===== config.mk =====
export PLATFORM = sky130hd
export DESIGN_NAME = standby_mode_controller
export DESIGN_NICKNAME = d
export VERILOG_FILES = /design/src/hw/standby_pkg.sv /design/src/hw/standby_mode_controller.sv
export VERILOG_INCLUDE_DIRS = /design/src /design/src/hw
export SDC_FILE = /design/constraint.sdc
export NUM_CORES = 1
export LEC_CHECK = 0
export ABC_AREA = 1
export BUFFER_PORTS_ARGS = -buffer_cell sky130_fd_sc_hd__buf_2
export CORE_MARGIN = 5
export CORE_UTILIZATION = 43
export DETAILED_ROUTE_END_ITERATION = 8
export PLACE_DENSITY = 0.65
export SYNTH_ARGS = -nofsm -noshare
export SYNTH_HDL_FRONTEND = slang
export SYNTH_SLANG_ARGS = --single-unit

===== constraint.sdc =====
create_clock -name ref_clk -period 4.2 [get_ports ref_clk]
set_clock_uncertainty 0.15 [all_clocks]
set_input_delay 0.42 -clock ref_clk [delete_from_list [all_inputs] [get_ports ref_clk]]
set_output_delay 0.42 -clock ref_clk [all_outputs]
set_load 0.02 [all_outputs]

===== src/hw/standby_defs.svh =====
// Timing constants and channel masks for the standby mode controller
`ifndef STANDBY_DEFS_SVH
`define STANDBY_DEFS_SVH

// Clock period and oscillation stabilization wait
`define SMC_CLK_PERIOD_NS 20
`define SMC_STAB_TIME_NS  10000
`define SMC_STAB_CYCLES   \
    ((`SMC_STAB_TIME_NS + `SMC_CLK_PERIOD_NS - 1) / `SMC_CLK_PERIOD_NS)
`define SMC_CNT_W         16

// Snooze capable serial channels (bit 0: channel 00/0, bit 1: 20/2)
`define SMC_SMALL_CH_MASK 2'h1
`define SMC_LARGE_CH_MASK 2'h3

`endif


===== src/hw/standby_pkg.sv =====
// Types shared by the standby mode controller
package standby_pkg;

    // Operating mode, one-hot
    typedef enum logic [4:0] {
        ST_RUN    = 5'h01,
        ST_HALT   = 5'h02,
        ST_STOP   = 5'h04,
        ST_STAB   = 5'h08,
        ST_SNOOZE = 5'h10
    } mode_t;

    // Source of the CPU/peripheral hardware clock
    typedef enum logic [1:0] {
        CLK_HOCO    = 2'h0,
        CLK_CRYSTAL = 2'h1,
        CLK_EXT     = 2'h2,
        CLK_SUB     = 2'h3
    } clk_sel_t;

    // Oscillator run requests and enables
    typedef struct packed {
        logic hs_sys;
        logic hoco;
        logic sub;
        logic loco;
    } osc_t;

    // Clock supply gates
    typedef struct packed {
        logic cpu;
        logic hs_sys;
        logic hoco;
        logic sub;
    } clk_gate_t;

    // Peripheral operation enables
    typedef struct packed {
        logic tau;
        logic serial_array_unit;
        logic i2c;
        logic adc;
        logic itmr;
        logic wdt;
    } periph_t;

endpackage


===== src/hw/standby_mode_controller.sv =====
// Standby controller: HALT, STOP, SNOOZE sequencing and clock gating
`timescale 1ns/10ps
`default_nettype none
`include "standby_defs.svh"

module standby_mode_controller #(
    parameter bit LARGE_VARIANT = 1'b0,
    parameter int STAB_CYCLES   = `SMC_STAB_CYCLES
) (
    // Clock and reset
    input  wire logic                   ref_clk,
    input  wire logic                   rstn,
    // CPU core and instruction decoder
    input  wire logic                   halt_exec,
    input  wire logic                   stop_exec,
    input  wire logic                   irq_pending,
    // Clock configuration
    input  wire standby_pkg::clk_sel_t  cpu_clk_sel,
    input  wire standby_pkg::osc_t      osc_req,
    // Option and control bits
    input  wire logic                   watchdog_standby_option,
    input  wire logic                   watchdog_enable_option,
    input  wire logic                   watchdog_halt_stop_run_option,
    input  wire logic                   interval_timer_clock_select,
    input  wire logic                   rtc_low_power_control,
    // Snooze sources, snooze completion and the STOP address wake
    input  wire logic [1:0]             clocked_serial_snooze_en,
    input  wire logic [1:0]             clocked_serial_channel_rx,
    input  wire logic [1:0]             async_serial_snooze_en,
    input  wire logic [1:0]             async_serial_channel_rx,
    input  wire logic                   adc_snooze_en,
    input  wire logic                   rtc_interrupt_request,
    input  wire logic                   interval_timer_interrupt_request,
    input  wire logic                   snooze_done,
    input  wire logic                   snooze_irq,
    input  wire logic                   i2c_addr_match,
    // Mode and gating outputs
    output var  standby_pkg::mode_t     mode_r,
    output var  standby_pkg::osc_t      osc_en_r,
    output var  standby_pkg::clk_gate_t clk_en_r,
    output var  standby_pkg::periph_t   periph_en_r,
    output logic                        stab_busy_r,
    output logic                        wake_irq_r,
    output logic [1:0]                  snooze_src_r
);

    localparam logic [1:0] CH_MASK =
        LARGE_VARIANT ? `SMC_LARGE_CH_MASK : `SMC_SMALL_CH_MASK;
    localparam logic [`SMC_CNT_W-1:0] STAB_LAST =
        `SMC_CNT_W'(STAB_CYCLES - 1);

    // Elaboration check on the wait length
    if (STAB_CYCLES < 1 || STAB_CYCLES >= (1 << `SMC_CNT_W)) begin : g_chk
        $error("STAB_CYCLES out of range");
    end

    standby_pkg::mode_t     mode_nxt;
    standby_pkg::osc_t      osc_nxt;
    standby_pkg::clk_gate_t clk_nxt;
    standby_pkg::periph_t   per_nxt;
    logic [`SMC_CNT_W-1:0]  stab_cnt_r;
    logic                   ser_trig;
    logic                   adc_trig;
    logic                   snooze_ok;
    logic                   stop_wake;
    logic                   on_sub;
    logic                   standby;

    // Mode membership test used for gating
    function automatic logic in_mode(input standby_pkg::mode_t m,
                                     input logic [4:0] set);
        in_mode = |(m & set);
    endfunction

    // Wake and snooze triggers
    assign ser_trig  = |(CH_MASK &
        ((clocked_serial_snooze_en & clocked_serial_channel_rx) |
         (async_serial_snooze_en & async_serial_channel_rx)));
    assign adc_trig  = adc_snooze_en &
        (rtc_interrupt_request | interval_timer_interrupt_request);
    assign snooze_ok = cpu_clk_sel == standby_pkg::CLK_HOCO;
    assign stop_wake = irq_pending | i2c_addr_match;
    assign on_sub    = cpu_clk_sel == standby_pkg::CLK_SUB;

    // Next mode
    always_comb begin
        mode_nxt = mode_r;
        case (mode_r)
            standby_pkg::ST_RUN: begin
                if (stop_exec) begin
                    mode_nxt = standby_pkg::ST_STOP;
                end else if (halt_exec) begin
                    mode_nxt = standby_pkg::ST_HALT;
                end
            end
            standby_pkg::ST_HALT: begin
                if (irq_pending) begin
                    mode_nxt = standby_pkg::ST_RUN;
                end
            end
            standby_pkg::ST_STOP: begin
                if (stop_wake) begin
                    mode_nxt = (cpu_clk_sel == standby_pkg::CLK_CRYSTAL) ?
                        standby_pkg::ST_STAB :
                        standby_pkg::ST_RUN;
                end else if (snooze_ok && (ser_trig || adc_trig)) begin
                    mode_nxt = standby_pkg::ST_SNOOZE;
                end
            end
            standby_pkg::ST_STAB: begin
                if (stab_cnt_r == STAB_LAST) begin
                    mode_nxt = standby_pkg::ST_RUN;
                end
            end
            standby_pkg::ST_SNOOZE: begin
                if (snooze_done) begin
                    mode_nxt = snooze_irq ? standby_pkg::ST_RUN :
                                            standby_pkg::ST_STOP;
                end else if (irq_pending) begin
                    mode_nxt = standby_pkg::ST_RUN;
                end
            end
            default: mode_nxt = standby_pkg::ST_RUN;
        endcase
    end

    // Oscillator, clock gate and peripheral enables for the next mode
    always_comb begin
        standby = in_mode(mode_nxt, 5'h16);
        osc_nxt.hs_sys = in_mode(mode_nxt, 5'h0b) & osc_req.hs_sys;
        osc_nxt.hoco   = in_mode(mode_nxt, 5'h10) |
                         (in_mode(mode_nxt, 5'h0b) & osc_req.hoco);
        osc_nxt.sub    = osc_req.sub;
        osc_nxt.loco   = standby ?
            ((watchdog_enable_option & watchdog_standby_option) |
             interval_timer_clock_select) :
            (osc_req.loco | watchdog_enable_option |
             interval_timer_clock_select);
        clk_nxt.cpu    = mode_nxt == standby_pkg::ST_RUN;
        clk_nxt.sub    = osc_req.sub;
        clk_nxt.hs_sys = 1'b0;
        clk_nxt.hoco   = mode_nxt == standby_pkg::ST_SNOOZE;
        per_nxt = '0;
        per_nxt.wdt = watchdog_enable_option &
            (!standby || watchdog_halt_stop_run_option);
        case (mode_nxt)
            standby_pkg::ST_RUN: begin
                clk_nxt.hs_sys = osc_req.hs_sys;
                clk_nxt.hoco   = osc_req.hoco;
                per_nxt.tau    = 1'b1;
                per_nxt.serial_array_unit    = 1'b1;
                per_nxt.i2c    = 1'b1;
                per_nxt.adc    = 1'b1;
                per_nxt.itmr   = 1'b1;
            end
            standby_pkg::ST_HALT: begin
                clk_nxt.hs_sys = cpu_clk_sel == standby_pkg::CLK_CRYSTAL ||
                                 cpu_clk_sel == standby_pkg::CLK_EXT;
                clk_nxt.hoco   = snooze_ok;
                per_nxt.tau    = !(on_sub && rtc_low_power_control);
                per_nxt.serial_array_unit    = !(on_sub && rtc_low_power_control);
                per_nxt.i2c    = !on_sub;
                per_nxt.adc    = !on_sub;
                per_nxt.itmr   = 1'b1;
            end
            standby_pkg::ST_STOP, standby_pkg::ST_STAB: begin
                per_nxt.i2c    = 1'b1;
                per_nxt.itmr   = 1'b1;
            end
            standby_pkg::ST_SNOOZE: begin
                per_nxt.serial_array_unit    = ser_trig | snooze_src_r[0];
                per_nxt.adc    = adc_trig | snooze_src_r[1];
                per_nxt.i2c    = 1'b1;
                per_nxt.itmr   = 1'b1;
            end
            default: begin
                clk_nxt.hoco   = 1'b0;
            end
        endcase
    end

    // Mode register
    always_ff @(posedge ref_clk or negedge rstn) begin
        if (!rstn) begin
            mode_r <= standby_pkg::ST_RUN;
        end else begin
            mode_r <= mode_nxt;
        end
    end

    // Registered gating outputs
    always_ff @(posedge ref_clk or negedge rstn) begin
        if (!rstn) begin
            osc_en_r    <= 4'h0;
            clk_en_r    <= 4'h8;
            periph_en_r <= 6'h00;
        end else begin
            osc_en_r    <= osc_nxt;
            clk_en_r    <= clk_nxt;
            periph_en_r <= per_nxt;
        end
    end

    // Oscillation stabilization counter
    always_ff @(posedge ref_clk or negedge rstn) begin
        if (!rstn) begin
            stab_cnt_r  <= '0;
            stab_busy_r <= 1'b0;
        end else begin
            stab_busy_r <= mode_nxt == standby_pkg::ST_STAB;
            if (mode_r == standby_pkg::ST_STAB) begin
                stab_cnt_r <= stab_cnt_r + `SMC_CNT_W'(1);
            end else begin
                stab_cnt_r <= '0;
            end
        end
    end

    // Snooze source capture and completion interrupt
    always_ff @(posedge ref_clk or negedge rstn) begin
        if (!rstn) begin
            snooze_src_r <= 2'h0;
            wake_irq_r   <= 1'b0;
        end else begin
            wake_irq_r <= mode_r == standby_pkg::ST_SNOOZE &&
                          snooze_done && snooze_irq;
            if (mode_nxt != standby_pkg::ST_SNOOZE) begin
                snooze_src_r <= 2'h0;
            end else if (mode_r == standby_pkg::ST_STOP) begin
                snooze_src_r <= {adc_trig, ser_trig};
            end
        end
    end
endmodule
`default_nettype wire


==> results of run 1 <==
[per-stage QoR]
stage          instance area, um^2  total power, mW  hold slack (ns)  utilization (%)  setup WS, ns
2_1_floorplan                 2101           0.7615         -0.02559                -         2.611
3_3_place_gp                  2410           0.8872           0.3020            51.02         2.365
3_5_place_dp                  2410           0.8899           0.3042            51.02         2.372
4_1_cts                       2552            1.274          0.07917            54.04         2.357
5_1_grt                       2552            1.339          0.06631            54.04         2.199
6_report                      2552            1.259          0.07196            54.04         2.387
[cells in the final DEF, fill, tap and decap left out, types with 3 or more instances in the layout]
master    instances
o21ai_0           9
dfrtp_1          36
or2_2             3
buf_2            48
ha_1              4
nand3_2           6
nand4_1           5
nor2_4            3
nand3_4           3
nor2_2           11
inv_1            31
o21ai_2           3
nand2_1          52
nand2_2           4
clkbuf_8          6
nand3_1          12
nor2_1           30
inv_2             6
a21oi_1          13
nor3_1            5
[layout make-up]
class,count,area share (%)
clock buffers,6,3.235
clock inverters,2,2.353
inverters,39,5.833
multi-input cells,176,38.53
flip-flops and latches,38,37.35
well taps,67,3.284
repair buffers,48,9.412
[metal layers]
metal / vias to the layer above / routed length, um
li1: 912 / -
met1: 777 / 2017
met2: 34 / 2076
met3: 8 / 210
met4: 0 / 70
met5: - / 0
[power groups by stage]
stage	logic, mW	clock network, mW	registers, mW
final	0.413	0.383	0.464
after global routing	0.465	0.406	0.469
after CTS	0.420	0.390	0.464
after detailed placement	0.421	0	0.469
after global placement	0.416	0	0.472
after floorplan	0.230	0	0.531
[worst paths after layout]
path	startpoint	endpoint	slack (ns)	cells after the start
worst max-delay path	mode_r[1]$_DFF_PN0_	clk_en_r[2]$_DFF_PN0_	2.39	7
worst min-delay path	rstn	stab_cnt_r[4]$_DFF_PN0_	0.07	1
worst max register to register	mode_r[1]$_DFF_PN0_	clk_en_r[2]$_DFF_PN0_	2.39	7
worst min register to register	stab_cnt_r[0]$_DFF_PN0_	stab_cnt_r[0]$_DFF_PN0_	0.31	1
max in group asynchronous	rstn	mode_r[1]$_DFF_PN0_	3.30	1
min in group ref_clk	osc_req[1]	clk_en_r[0]$_DFF_PN0_	0.09	1
[kinds of logic (layout without fill, tap and decap cells)]
group | count (synthesis) | count (layout)
AO/OA/AOI/OAI | 30 | 30
AND/OR/NAND/NOR | 140 | 140
other | 1 | 1
buffers and inverters | 41 | 95
adder cells (fa/ha/maj) | 4 | 4
flip-flops | 38 | 38
XOR/XNOR | 1 | 1
[Yosys cell counts, drive strengths merged (3+ instances only)]
master	count
a21oi	13
dfrtp	36
ha	4
inv	38
nand2	57
nand3	21
nand4	6
nor2	44
nor3	7
o21ai	13
or2	3
[flip-flops by register name (all words and copies together), names as in the netlist]
name	flops
mode_r	5
stab_cnt_r	16
clk_en_r	4
snooze_src_r	2
stab_busy_r	1
osc_en_r	3
wake_irq_r	1
periph_en_r	6
==> run metrics, run 1 <==
crit path cell chain nor2_4 -> nand3_4 -> inv_1 -> nand2_1 -> nand3_4 -> nand2_1 -> nand2_1; grt met3 use 4.402%; CTS clk-pin slew, worst paths 0.07 ns; CTS tree built; Reg power frac 36.8%; Avg Inst Size Synth 8.238 um^2; final hold vios 0; remaining antenna violation count 0; Crit. End Element register; GR peak layer met2; worst min path class in2async; Ports 53; clock sink count 38; setup bufs post-CTS 0; crit-path max FO 11; initial antenna violation count 0; Pwr Density 493.3 nW/um^2; Total Routing Usage GR 15.32%; Critical Path RT 4.28 ns; total CTS buffers 5; Clock Power Share 30.4%; diode count 0; largest family of logic cells by synthesized area simple AND/OR/NAND/NOR gates; Yosys top cell area share 42.88%; P_int 0.8124 mW; vias 1731; simple-gate share of the synthesized area 35.26%; RePlAce Congestion 0.8328; Max-slew headroom 44.46%; post-CTS sizing 0; final critical-path share of the clock period 43.17%; largest net degree at the start of global routing 39; mux share of post-synthesis cell area 0%; EDFF count, synth 0; synth unique cells 34; peak supply drop 0.2874 mV; Pins Over Slew Limit 0; fill cell count 440; dpl cells 368; Net Sw Frac 35.48%; Critical Path AT 1.89 ns; outcome finished clean; multi-input logic area 983.4 um^2; Area Overhead vs Synth 21.50%; register area share after synthesis 45.38%; Least-Margin Pin Slew 0.8332 ns; CP Buf/Inv Count 1; total of max-cap violations 0; Most Frequent Cell on Critical Path nand2_1; Reg area 953.4 um^2; post-synthesis adder-cell area fraction 2.382%; final WL 4374 um; H-Tree Depth 2; slowest stage delay, CP 0.48 ns; Core Box Area 4723 um^2; IO Port Bufs 48; startpoint types register; die area 6383 um^2; Post-synth top flop dfrtp_1; Hold-fix buffers, CTS 0; Initial DRT Pass Iterations 4; first-pass GRT wire length 7534 um; Initial Utilization 44.48%; DIE HEIGHT 79.90 um; WL/cell 11.63 um; dominant cells by area after synthesis dfrtp_1 (43%), nand2_1 (9.3%), inv_1 (5.5%); Post-Syn Nets 289; routing usage on met2 24.67%; post-synth design cell area 2101 um^2; CP top delay family simple AND/OR/NAND/NOR gates; #FFs+latches synth 38; vias in the first global route 1707; met1 Use GR 19.47%; synthesized instance count 255; Gate power share 32.8%; dominant cell type by area after synthesis dfrtp_1; setup tns final 0 ns; fin cells 376; Max clock buf depth 2; gr ovfl total 0; P_leak 1.223 nW; Final Critical Period 1.813 ns; hpwl dp 3472 um; Sw Pwr 0.4468 mW; layout cells sized above 1 33.66%; drt via density 4.604; Initial DRC Count 79; fmax 551.6 MHz; Root Buffer clkbuf_8; Compound-Gate Fraction of Synth Area 8.577%; Post-Synth XOR/XNOR Area 0.4169%; RSZ-0062 raised after global routing no; die width 79.90 um; # rows 25; # nets final 342; Syn. warnings 0; Skew-Pair Late Insertion Delay 0.29 ns; DRC 0; final setup vio count 0; Slowest-stage cell, CP dfrtp_1; critical path type reg2reg; post-synthesis async set-or-reset flop share 100.0%
Power figures use the tool's default switching activity.
==> inputs of run 2 (changes only) <==
PLACE_DENSITY = 0.67   (was 0.65)
clock period = 1.55 ns   (was 4.2 ns; I/O delays follow)
==> run 2 against run 1 <==
Effect of this change: the flow now finishes with violations (setup timing); cell count up 12%; power rose to 3.0 times the previous value; first-iteration DRC count up 43%; sequential cell count unchanged; worst hold slack worse by 0.066 ns; non-clock buffer count up 44; via count up 13%; sequential share of layout area down 6.3 points; combinational power rose to 3.6 times the previous value.
==> run metrics, run 2 (synthesized netlist as in run 1, its figures left out) <==
Ports 53; final critical-path share of the clock period 106.1%; Area Overhead vs Synth 46.69%; Hold Path Sink osc_en_r[0]$_DFF_PN0_; final setup vio count 12; P_leak 1.475 nW; DIE HEIGHT 79.90 um; PnR Total Power 3.727 mW; peak supply drop 0.6964 mV; most frequent cells in the layout buf_2 (48), nand2_1 (45), dfrtp_1 (32); CP Buf/Inv Count 1; Pwr Density 1209 nW/um^2; FF-to-FF End clk_en_r[1]$_DFF_PN0_; startpoint types register; fmax 607.9 MHz; vias in the first global route 1904; Final Critical Period 1.645 ns; Initial DRC Count 113; total CTS buffers 5; setup tns final -0.7406 ns; IO Port Bufs 48; Core Box Area 4723 um^2; die width 79.90 um; hold path cells 5; FF-to-FF Start mode_r[0]$_DFF_PN1_; Initial DRT Pass Iterations 4; outcome complete, but fails checks; Critical Path AT 1.68 ns; die area 6383 um^2; total of max-cap violations 0; Initial Utilization 44.48%; CTS tree built; WL/cell 12.27 um; final WL 5152 um; Pins Over Slew Limit 0; CP top delay family simple AND/OR/NAND/NOR gates; crit path cell chain nor2_4 -> nand3_4 -> inv_2 -> nand2_2 -> nand3_2 -> nor2_4 -> nand3_4 -> nand2_1 -> nand2_1; drt via density 4.652; RSZ-0062 raised after global routing yes; max reg flops 16; final hold vios 0; commonest non-fill, non-tap cell in the layout buf_2; final setup margin -0.09488 ns; CTS clk-pin slew, worst paths 0.08 ns; failing checks setup timing; R2R Setup Slk -0.09 ns; crit-path max FO 5; Biggest register stab_cnt_r; Largest regs stab_cnt_r x16, periph_en_r x6, mode_r x5; hpwl dp 3711 um; clock sink count 38; layout cells sized above 1 46.46%; Root Buffer clkbuf_8; # nets final 386; R2R cell count 9; fill cell count 395; vias 1954; H-Tree Depth 2; gr ovfl total 0; diode count 0; worst min path class in2reg; RePlAce Congestion 0.9019; slowest stage delay, CP 0.60 ns; DRC 0; initial antenna violation count 0; Slowest-stage cell, CP dfstp_2; Max clock buf depth 2; largest net degree at the start of global routing 25; first-pass GRT wire length 8273 um; Total Routing Usage GR 16.58%; critical path type reg2reg; Skew-Pair Late Insertion Delay 0.29 ns; remaining antenna violation count 0; # rows 25; Critical Path RT 1.58 ns; Crit. End Element register; Min-Delay Startpoint watchdog_standby_option
[run 2: changes by cell type in the layout (fill, tap and decap cells not counted), sizes merged]
| cell | before | now |
|---|---|---|
| clkbuf | 6 | 5 |
| dlygate4sd3 | 0 | 10 |
| clkinv | 1 | 2 |
| buf | 48 | 82 |
[run 2: worst min-delay path, stage by stage]
cell and delay (ns):
buf_2 0.08, nand2_1 0.04, inv_1 0.04, nand2_1 0.04
nand3_1 0.05
[run 2: through the flow]
step | util, % | setup slack, ns | hold slack, ns | cells | area [um^2]
6_report | 65.25 | -0.09488 | 0.005521 | 420 | 3082
5_1_grt | 65.25 | -0.1715 | 0.02986 | 420 | 3082
4_1_cts | 61.46 | -0.05546 | 0.003814 | 413 | 2903
3_5_place_dp | 55.50 | -0.08490 | -0.04519 | 394 | 2621
2_1_floorplan | - | -0.03341 | -0.2906 | 255 | 2105
3_3_place_gp | 55.50 | -0.05944 | -0.04482 | 394 | 2621
[run 2: timing repair]
| action | 4_1_cts | 5_1_grt |
|---|---|---|
| buffers inserted | 1 | 8 |
| pin swaps | 3 | 1 |
| endpoints found under the hold margin | 46 | 0 |
| hold buffers | 10 | 0 |
| setup endpoints to repair | 15 | 24 |
| resized for setup | 10 | 35 |
[run 2: metal layers]
metal  global-route usage (%)  vias up  share of wire (%)
li1                         -     1010                  -
met1                    19.93      896                 41
met2                    29.22       42                 53
met3                    4.176        6                4.3
met4                    4.392        0               0.93
met5                        0        -                  0
[run 2: power by group]
part	leakage (nW)	internal, mW	switching, mW
logic	0.921	0.587	0.884
clock network	0.0683	0.645	0.372
registers	0.485	1.16	0.0809
total	1.47	2.39	1.34
[run 2: worst max path at each step]
stage                          endpoint  cells after the start  slack, ns                start
2_1_floorplan     osc_en_r[0]$_DFF_PN0_                      9      -0.03  mode_r[0]$_DFF_PN1_
3_5_place_dp   periph_en_r[5]$_DFF_PN0_                     10      -0.08  mode_r[2]$_DFF_PN0_
6_report          clk_en_r[1]$_DFF_PN0_                      9      -0.09  mode_r[0]$_DFF_PN1_
3_3_place_gp      osc_en_r[0]$_DFF_PN0_                      7      -0.06  mode_r[0]$_DFF_PN1_
4_1_cts        periph_en_r[5]$_DFF_PN0_                      9      -0.06  mode_r[0]$_DFF_PN1_
5_1_grt           clk_en_r[1]$_DFF_PN0_                      9      -0.17  mode_r[0]$_DFF_PN1_
[run 2: cell type report]
class,instances,area [um^2],area share (%)
Multi-Input combinational cell,176,1126,36.54
Sequential cell,38,958.4,31.10
Timing Repair Buffer,92,619.3,20.10
Inverter,39,156.4,5.075
Tap cell,67,83.83,2.720
Clock buffer,5,68.82,2.233
Clock inverter,3,68.82,2.233
